### src/verilog/sbc_pkg.sv
`default_nettype none
package sbc_pkg;

  // sizes of the wide variant: 20 address bits, four lanes of eight data bits plus parity
  localparam int ADDR_W     = 20;
  localparam int LANES      = 4;
  localparam int LANE_W     = 9;
  localparam int DATA_W     = LANES * LANE_W;
  localparam int FIFO_DEPTH = 8;
  localparam int BURST_W    = 2;

  // burst position constants
  localparam logic [BURST_W-1:0] BURST_FIRST = 2'h0;
  localparam logic [BURST_W-1:0] BURST_STEP  = 2'h1;

  // synchroniser reset level
  localparam logic SYNC_RST = 1'h0;

  // operating state of the device
  typedef enum logic [1:0] {
    SBC_DESEL,
    SBC_READ,
    SBC_WRITE
  } sbc_state_t;

  // one accepted write, carried through the buffer to the array
  typedef struct packed {
    logic [ADDR_W-1:0] addr;
    logic [DATA_W-1:0] bit_en;
    logic [DATA_W-1:0] data;
  } sbc_wr_t;

  localparam int WR_W = $bits(sbc_wr_t);

endpackage
`default_nettype wire

### src/verilog/sbc_fifo.sv
`timescale 1ns/1ps
`default_nettype none
module sbc_fifo #(
  parameter int WIDTH = 8,
  parameter int DEPTH = 8
) (
  input  wire logic             sys_clk,
  input  wire logic             rst_n,
  input  wire logic             clk_en,
  input  wire logic             in_valid,
  output logic                  in_ready,
  input  wire logic [WIDTH-1:0] in_data,
  output logic                  out_valid,
  input  wire logic             out_ready,
  output logic      [WIDTH-1:0] out_data
);
  localparam int PW = $clog2(DEPTH);

  logic [WIDTH-1:0] mem [DEPTH];
  logic [PW-1:0]    wr_ptr;
  logic [PW-1:0]    rd_ptr;
  logic [PW:0]      count;
  logic             push;
  logic             pop;
  logic [PW-1:0]    next_head;

  // honest full and empty from the fill count
  assign in_ready  = (count != (PW+1)'(DEPTH));
  assign out_valid = (count != '0);
  assign push      = clk_en && in_valid && in_ready;
  assign pop       = clk_en && out_valid && out_ready;

  // storage, written only, no reset needed
  always_ff @(posedge sys_clk) begin
    if (push) begin
      mem[wr_ptr] <= in_data;
    end
  end

  // pointers and fill count
  always_ff @(posedge sys_clk) begin
    if (!rst_n) begin
      wr_ptr <= '0;
      rd_ptr <= '0;
      count  <= '0;
    end else begin
      if (push) begin
        wr_ptr <= (wr_ptr == PW'(DEPTH - 1)) ? '0 : wr_ptr + PW'(1);
      end
      if (pop) begin
        rd_ptr <= (rd_ptr == PW'(DEPTH - 1)) ? '0 : rd_ptr + PW'(1);
      end
      count <= count + (PW+1)'(push) - (PW+1)'(pop);
    end
  end

  // slot that will be the head after this edge
  assign next_head = !pop ? rd_ptr
                   : ((rd_ptr == PW'(DEPTH - 1)) ? '0 : rd_ptr + PW'(1));

  // head word registered for a flop-driven data output
  always_ff @(posedge sys_clk) begin
    if (!rst_n) begin
      out_data <= '0;
    end else if (clk_en) begin
      // a word landing in the head slot bypasses the array, not yet written
      if (push && wr_ptr == next_head) begin
        out_data <= in_data;
      end else begin
        out_data <= mem[next_head];
      end
    end
  end
endmodule
`default_nettype wire

### src/verilog/sbc_sram_ctrl.sv
`timescale 1ns/1ps
`default_nettype none
module sbc_sram_ctrl #(
  parameter int ADDR_W     = sbc_pkg::ADDR_W,
  parameter int LANES      = sbc_pkg::LANES,
  parameter int LANE_W     = sbc_pkg::LANE_W,
  parameter int FIFO_DEPTH = sbc_pkg::FIFO_DEPTH
) (
  input  wire logic                     sys_clk,
  input  wire logic                     rst_n,
  input  wire logic                     clk_en,
  input  wire logic                     chip_select_a_n,
  input  wire logic                     chip_select_hi,
  input  wire logic                     chip_select_b_n,
  input  wire logic                     burst_step_sel,
  input  wire logic                     write_n,
  input  wire logic [LANES-1:0]         lane_write_n,
  input  wire logic                     clock_gate_n,
  input  wire logic                     out_enable_n,
  input  wire logic                     burst_order_hi,
  input  wire logic                     sleep_req,
  input  wire logic [ADDR_W-1:0]        addr,
  input  wire logic [LANES*LANE_W-1:0]  dq_in,
  output logic      [LANES*LANE_W-1:0]  dq_out,
  output logic                          dq_oe,
  output logic      [ADDR_W-1:0]        mem_rd_addr,
  output logic                          mem_rd_en,
  input  wire logic [LANES*LANE_W-1:0]  mem_rd_data,
  output logic                          mem_wr_valid,
  input  wire logic                     mem_wr_ready,
  output sbc_pkg::sbc_wr_t              mem_wr,
  output logic                          sleeping
);
  localparam int DATA_W = LANES * LANE_W;
  localparam int BW     = sbc_pkg::BURST_W;

  ////////////////////////////////////////////////////////////////////////////
  // declarations

  logic                     sleep_meta;
  logic                     sleep_s;
  logic                     order_meta;
  logic                     order_s;
  sbc_pkg::sbc_state_t      state;
  sbc_pkg::sbc_state_t      next_state;
  logic [ADDR_W-1:0]        cur_addr;
  logic [ADDR_W-1:0]        next_addr;
  logic [BW-1:0]            start_lo;
  logic [BW-1:0]            next_start_lo;
  logic [BW-1:0]            pos;
  logic [BW-1:0]            next_pos;
  logic                     pend_valid;
  logic                     next_pend_valid;
  logic [ADDR_W-1:0]        pend_addr;
  logic [LANES-1:0]         pend_lanes;
  logic [DATA_W-1:0]        pend_bits;
  logic                     sel_all;
  logic                     lanes_any;
  logic                     edge_live;
  logic                     step;
  logic                     buf_in_ready;
  sbc_pkg::sbc_wr_t         buf_in;
  logic [sbc_pkg::WR_W-1:0] buf_out;

  ////////////////////////////////////////////////////////////////////////////
  // asynchronous static inputs through two flops

  // sleep request synchroniser
  always_ff @(posedge sys_clk) begin
    if (!rst_n) begin
      sleep_meta <= sbc_pkg::SYNC_RST;
      sleep_s    <= sbc_pkg::SYNC_RST;
    end else if (clk_en) begin
      sleep_meta <= sleep_req;
      sleep_s    <= sleep_meta;
    end
  end

  // burst order select synchroniser
  always_ff @(posedge sys_clk) begin
    if (!rst_n) begin
      order_meta <= sbc_pkg::SYNC_RST;
      order_s    <= sbc_pkg::SYNC_RST;
    end else if (clk_en) begin
      order_meta <= burst_order_hi;
      order_s    <= order_meta;
    end
  end

  assign sleeping = sleep_s;

  ////////////////////////////////////////////////////////////////////////////
  // command decode

  // all three selects active, lane group active when any lane low
  assign sel_all   = !chip_select_a_n && chip_select_hi && !chip_select_b_n;
  assign lanes_any = !(&lane_write_n);

  // an edge counts unless gated, asleep or frozen
  assign edge_live = clk_en && !clock_gate_n && !sleep_s;
  // a full buffer with a pending write holds the edge as well
  assign step      = edge_live && (!pend_valid || buf_in_ready);

  // next operating state
  always_comb begin
    next_state = state;
    if (burst_step_sel) begin
      next_state = state;
    end else if (!sel_all) begin
      next_state = sbc_pkg::SBC_DESEL;
    end else if (write_n) begin
      next_state = sbc_pkg::SBC_READ;
    end else begin
      next_state = sbc_pkg::SBC_WRITE;
    end
  end

  ////////////////////////////////////////////////////////////////////////////
  // burst address generation

  always_comb begin
    next_start_lo = start_lo;
    next_pos      = pos;
    next_addr     = cur_addr;
    if (!burst_step_sel && sel_all) begin
      next_start_lo = addr[BW-1:0];
      next_pos      = sbc_pkg::BURST_FIRST;
      next_addr     = addr;
    end else if (burst_step_sel && state != sbc_pkg::SBC_DESEL) begin
      next_pos = pos + sbc_pkg::BURST_STEP;
      if (order_s) begin
        next_addr[BW-1:0] = start_lo ^ next_pos;
      end else begin
        next_addr[BW-1:0] = start_lo + next_pos;
      end
    end
  end

  // state, address and burst position move only on a live edge
  always_ff @(posedge sys_clk) begin
    if (!rst_n) begin
      state    <= sbc_pkg::SBC_DESEL;
      cur_addr <= '0;
      start_lo <= sbc_pkg::BURST_FIRST;
      pos      <= sbc_pkg::BURST_FIRST;
    end else if (step) begin
      state    <= next_state;
      cur_addr <= next_addr;
      start_lo <= next_start_lo;
      pos      <= next_pos;
    end
  end

  ////////////////////////////////////////////////////////////////////////////
  // write capture: lanes with the address, data one edge later

  // a write cycle with no lane low is an abort and leaves nothing pending
  assign next_pend_valid = (next_state == sbc_pkg::SBC_WRITE) && lanes_any
                           && (burst_step_sel ? state == sbc_pkg::SBC_WRITE : 1'b1);

  always_ff @(posedge sys_clk) begin
    if (!rst_n) begin
      pend_valid <= 1'b0;
      pend_addr  <= '0;
      pend_lanes <= '0;
    end else if (step) begin
      pend_valid <= next_pend_valid;
      pend_addr  <= next_addr;
      pend_lanes <= ~lane_write_n;
    end
  end

  // each lane enable covers eight data bits and its parity bit
  genvar g;
  generate
    for (g = 0; g < LANES; g++) begin : g_lane
      assign pend_bits[g*LANE_W +: LANE_W] = {LANE_W{pend_lanes[g]}};
    end
  endgenerate

  assign buf_in.addr   = pend_addr;
  assign buf_in.bit_en = pend_bits;
  assign buf_in.data   = dq_in;

  // push only on a live edge, so a gated edge writes nothing
  sbc_fifo #(
    .WIDTH (sbc_pkg::WR_W),
    .DEPTH (FIFO_DEPTH)
  ) u_wr_buf (
    .sys_clk   (sys_clk),
    .rst_n     (rst_n),
    .clk_en    (clk_en),
    .in_valid  (pend_valid && edge_live),
    .in_ready  (buf_in_ready),
    .in_data   (buf_in),
    .out_valid (mem_wr_valid),
    .out_ready (mem_wr_ready),
    .out_data  (buf_out)
  );

  assign mem_wr = sbc_pkg::sbc_wr_t'(buf_out);

  ////////////////////////////////////////////////////////////////////////////
  // read path and bus drive

  // array address from the burst register, read data flows straight through
  assign mem_rd_addr = cur_addr;
  assign mem_rd_en   = (state == sbc_pkg::SBC_READ);
  assign dq_out      = mem_rd_data;

  // drive only in a read, while output enable is low and awake
  assign dq_oe = (state == sbc_pkg::SBC_READ) && !out_enable_n && !sleep_s;
endmodule
`default_nettype wire

### config.mk
export PLATFORM = sky130hd
export DESIGN_NAME = sbc_sram_ctrl
export DESIGN_NICKNAME = d
export VERILOG_FILES = /design/src/verilog/sbc_pkg.sv /design/src/verilog/sbc_fifo.sv /design/src/verilog/sbc_sram_ctrl.sv
export SDC_FILE = /design/constraint.sdc
export NUM_CORES = 1
export LEC_CHECK = 0
export BUFFER_PORTS_ARGS = -buffer_cell sky130_fd_sc_hd__buf_2
export CAP_MARGIN = 5
export CORE_ASPECT_RATIO = 0.75
export CORE_MARGIN = 2
export CORE_UTILIZATION = 35
export DETAILED_ROUTE_END_ITERATION = 16
export PLACE_DENSITY = 0.5
export SLEW_MARGIN = 20
export SYNTH_ARGS = -nofsm -noshare
export SYNTH_HDL_FRONTEND = slang
export SYNTH_SLANG_ARGS = --single-unit
### constraint.sdc
create_clock -name sys_clk -period 13.89 [get_ports sys_clk]
set_input_delay 4.167 -clock sys_clk [delete_from_list [all_inputs] [get_ports sys_clk]]
set_output_delay 4.167 -clock sys_clk [all_outputs]
set_load 0.03 [all_outputs]
==> results.txt <==
The worst slew slack as a fraction of its limit is 22.10%. The number of hold violations in the final report came out at 0. The share of synthesized registers carrying an async set or reset came out at 0%.

For this configuration, the core starts out at a cell density of 35.21%. Buffers inserted during clock tree synthesis total 60. For this run, the detailed router's first-pass iteration total came to 7. The wire length of the first global-routing pass is 114700 um. The standard cell core area is 71470 um^2. The fraction of final layout cells sized beyond drive strength 1 is 17.27%.

The arrival time at the worst endpoint came out at 4.67 ns. The count of standard-cell rows is 85. The horizontal extent of the die came out at 313.6 um. In the final timing run, aggregate negative setup slack is 0 ns. Walking the worst path, the cells encountered are buf_2 -> nor3b_1 -> buf_2.

The number of buffers added to fix hold violations after cts is 0. CTS placed an instance of clkbuf_16 at the clock tree root. The number of cells produced by synthesis came out at 2109. The number of warnings printed during yosys synthesis is 0.

The setup violation total in the final timing report came out at 0. The detailed-route via count came out at 18.04k. Along the worst path, the maximum fanout reaches 1.

The number of global-route vias before repair was 17.27k. The leakage component of the power is 9.435 nW. Yosys mapped a number of flops with a built-in enable equal to 480. The number of max-slew violations in the final report was 0. The number of nets in the final layout is 2258. The total detailed-routing wirelength is 77900 um. The first routing iteration left 1848 violations. The highest cell delay on the worst timing path came out at 0.23 ns. The maximum clock skew at final layout is 0.01454 ns. Gates resized during post-CTS repair numbered 0. The final weighted congestion in routability-driven placement is 0.7494.

The critical path startpoint category is an input pin. The number of antenna violations at the first check in global routing is 5. The final critical path time including I/O delays and setup is 8.839 ns.

The number of buffers on the longest clock path came out at 3. The layout-stage area growth over the synthesis result came out at 13.78%. Timing would allow up to 113.1 MHz.

The worst setup path is of the in -> out kind. The clock insertion delay at the later pin of the skew report came out at 0.63 ns. The most frequently used flop master after synthesis is edfxtp_1. The clock-pin slew on the worst setup and hold paths is 0.06 ns. The maximum resistive drop on vdd is 0.0001220 V. After synthesis the netlist holds a flip-flop and latch count of 585. The post-synth design cell area is 25160 um^2.

From bottom edge to top edge, the die measures 236.2 um. The worst min-delay path category is reg -> reg. The clock sink count came out at 585.

The global route total overflow came out at 0. The buffer count from post-CTS setup fixing is 0. In this run the tool buffered the top-level ports with 188 buffer cells. Setup repair after global routing left no endpoint under its margin. Among the stages of the critical path, the cell type that occurs most often is buf_2. The worst setup path is captured at an output port. The ratio of total power to cell area came out at 172.9 nW/um^2.

Total power for the finished layout comes to 4.950 mW. The library cells used most frequently in the layout, excluding fill and tap cells, are edfxtp_1, o21ai_0, nand3_1, buf_2, a21oi_1. After detailed routing, the number of remaining DRC violations is 0. The share of synthesized area occupied by flip-flops and latches came out at 65.63%.

The post-synthesis area per instance is 11.93 um^2. The count of cell types in the netlist is 61. Entering global routing, the biggest net connects 184 pins.

TritonCTS built the clock tree. The fraction of the cycle the final worst path needs is 63.63%. The max-capacitance violation count is 0. The flow ran to the end, and the final reports show no timing, DRC or antenna violations. The all-layer global routing usage came out at 20.45%. The transition time at the pin with the least slew margin came out at 1.168 ns. The worst hold path was traced through 2 stages. The most common cell after layout, fill and taps aside is edfxtp_1.

After detailed routing, the average wire length per cell comes to 24.75 um. The average via count per standard cell is 5.731. The remaining antenna violation count after routing is 0.

The number of cell instances on the worst register-to-register path came out at 13. The count of H-tree levels built during CTS is 2. The slowest stage of the critical path belongs to the cell buf_2. The die covers 74080 um^2. When the netlist entered floorplanning its net count stood at 2230. The layout filler cell count is 6791. The critical path required time is 9.72 ns. 261 I/O pins were placed.

The post-DP HPWL is 39630 um.
==> metal layers <==
metal / vias to the layer above / part of all wire, % / track usage [%]
li1: 8143 / - / -
met1: 9061 / 45 / 29.21
met2: 719 / 45 / 32.14
met4: 6 / 1.8 / 4.959
met5: - / 0.051 / 0
met3: 106 / 7.6 / 3.728
==> synth_stat cells, drive strengths merged, types with 3 or more instances <==
cell type / instances / area, um^2
o21ai: 267 / 1336
o211a: 5 / 50.05
nand2b: 3 / 18.77
or2: 3 / 18.77
a21oi: 159 / 799.5
buf: 139 / 858.3
o21a: 4 / 30.03
a32oi: 58 / 508.0
a31oi: 86 / 538.0
and2: 8 / 50.05
edfxtp: 480 / 14410
xnor2: 5 / 43.79
ha: 11 / 137.6
nand3b: 3 / 35.03
a211oi: 61 / 503.0
nand3: 203 / 1021
o2bb2ai: 30 / 262.8
mux2i: 6 / 60.06
nor3b: 4 / 41.29
nor2b: 8 / 50.05
dfxtp: 105 / 2102
inv: 40 / 150.1
clkbuf: 128 / 480.5
and3: 37 / 231.5
nand2: 61 / 231.5
o22ai: 31 / 200.2
a2111oi: 4 / 35.03
a21boi: 25 / 187.7
nor2: 12 / 45.04
a21o: 4 / 30.03
nor3: 98 / 500.5
==> stage by stage <==
stage               instances  setup WS [ns]  instance area (um^2)  util [%]  hold slack [ns]
floorplan                2109          2.171                 25160         -           0.4478
global placement         3032          5.005                 26450     37.01           0.4602
detailed placement       3032          5.058                 26460     37.02           0.4772
CTS                      3146          5.058                 28630     40.06           0.4865
global route             3147          5.061                 28630     40.06           0.5039
finish                   3147          5.051                 28630     40.06           0.4835
==> sequential cells by signal (all words and copies together) (netlist names) <==
signal / count
u_wr_buf.count: 4
order_s: 1
pend_valid: 1
order_meta: 1
pend_lanes: 4
start_lo: 2
u_wr_buf.rd_ptr: 3
sleep_meta: 1
pos: 2
u_wr_buf.wr_ptr: 3
u_wr_buf.mem: 480
sleeping: 1
u_wr_buf.out_data: 60
state: 2
pend_addr: 20
==> kinds of logic after synthesis <==
kind of cell | synth area share [%]
compound gates | 18.14
fa+ha+maj | 0.6265
buf+inv | 5.917
simple gates | 9.194
xor+xnor | 0.2088
mux | 0.2834
flops | 65.63
==> worst max-delay path, delay by kind of cell <==
kind / cells / cell delay (ns)
and+or+nand+nor: 1 / 0.18
buffers and inverters: 2 / 0.33
==> where the power goes <==
group / leakage (nW) / internal [mW] / switching [mW] / total [mW]
registers: 5.03 / 1.93 / 0.0391 / 1.97
clock network: 1.06 / 1.06 / 0.699 / 1.76
logic: 3.34 / 0.336 / 0.880 / 1.22
total: 9.44 / 3.33 / 1.62 / 4.95
==> area by class of cell <==
class                      count  area [um^2]  area share [%]
clock inverter                37        475.5           1.661
timing repair buffer         233         1294           4.518
antenna                        1        2.502        0.008740
multi-input combinational   1217         7298           25.49
sequential                   585        16520           57.69
tap                          957         1197           4.182
clock buffer                  77         1698           5.930
inverter                      40        150.1          0.5244
==> path summary, 6_finish.rpt <==
path	start	to	slack (ns)
setup reg to reg	u_wr_buf.count[2]	u_wr_buf.out_data[85]	8.64
setup / recovery	out_enable_n	dq_oe	5.05
hold reg to reg	start_lo[0]	start_lo[0]	0.48
hold / removal	start_lo[0]	start_lo[0]	0.48
No activity file was read; power rests on OpenSTA's default activity.
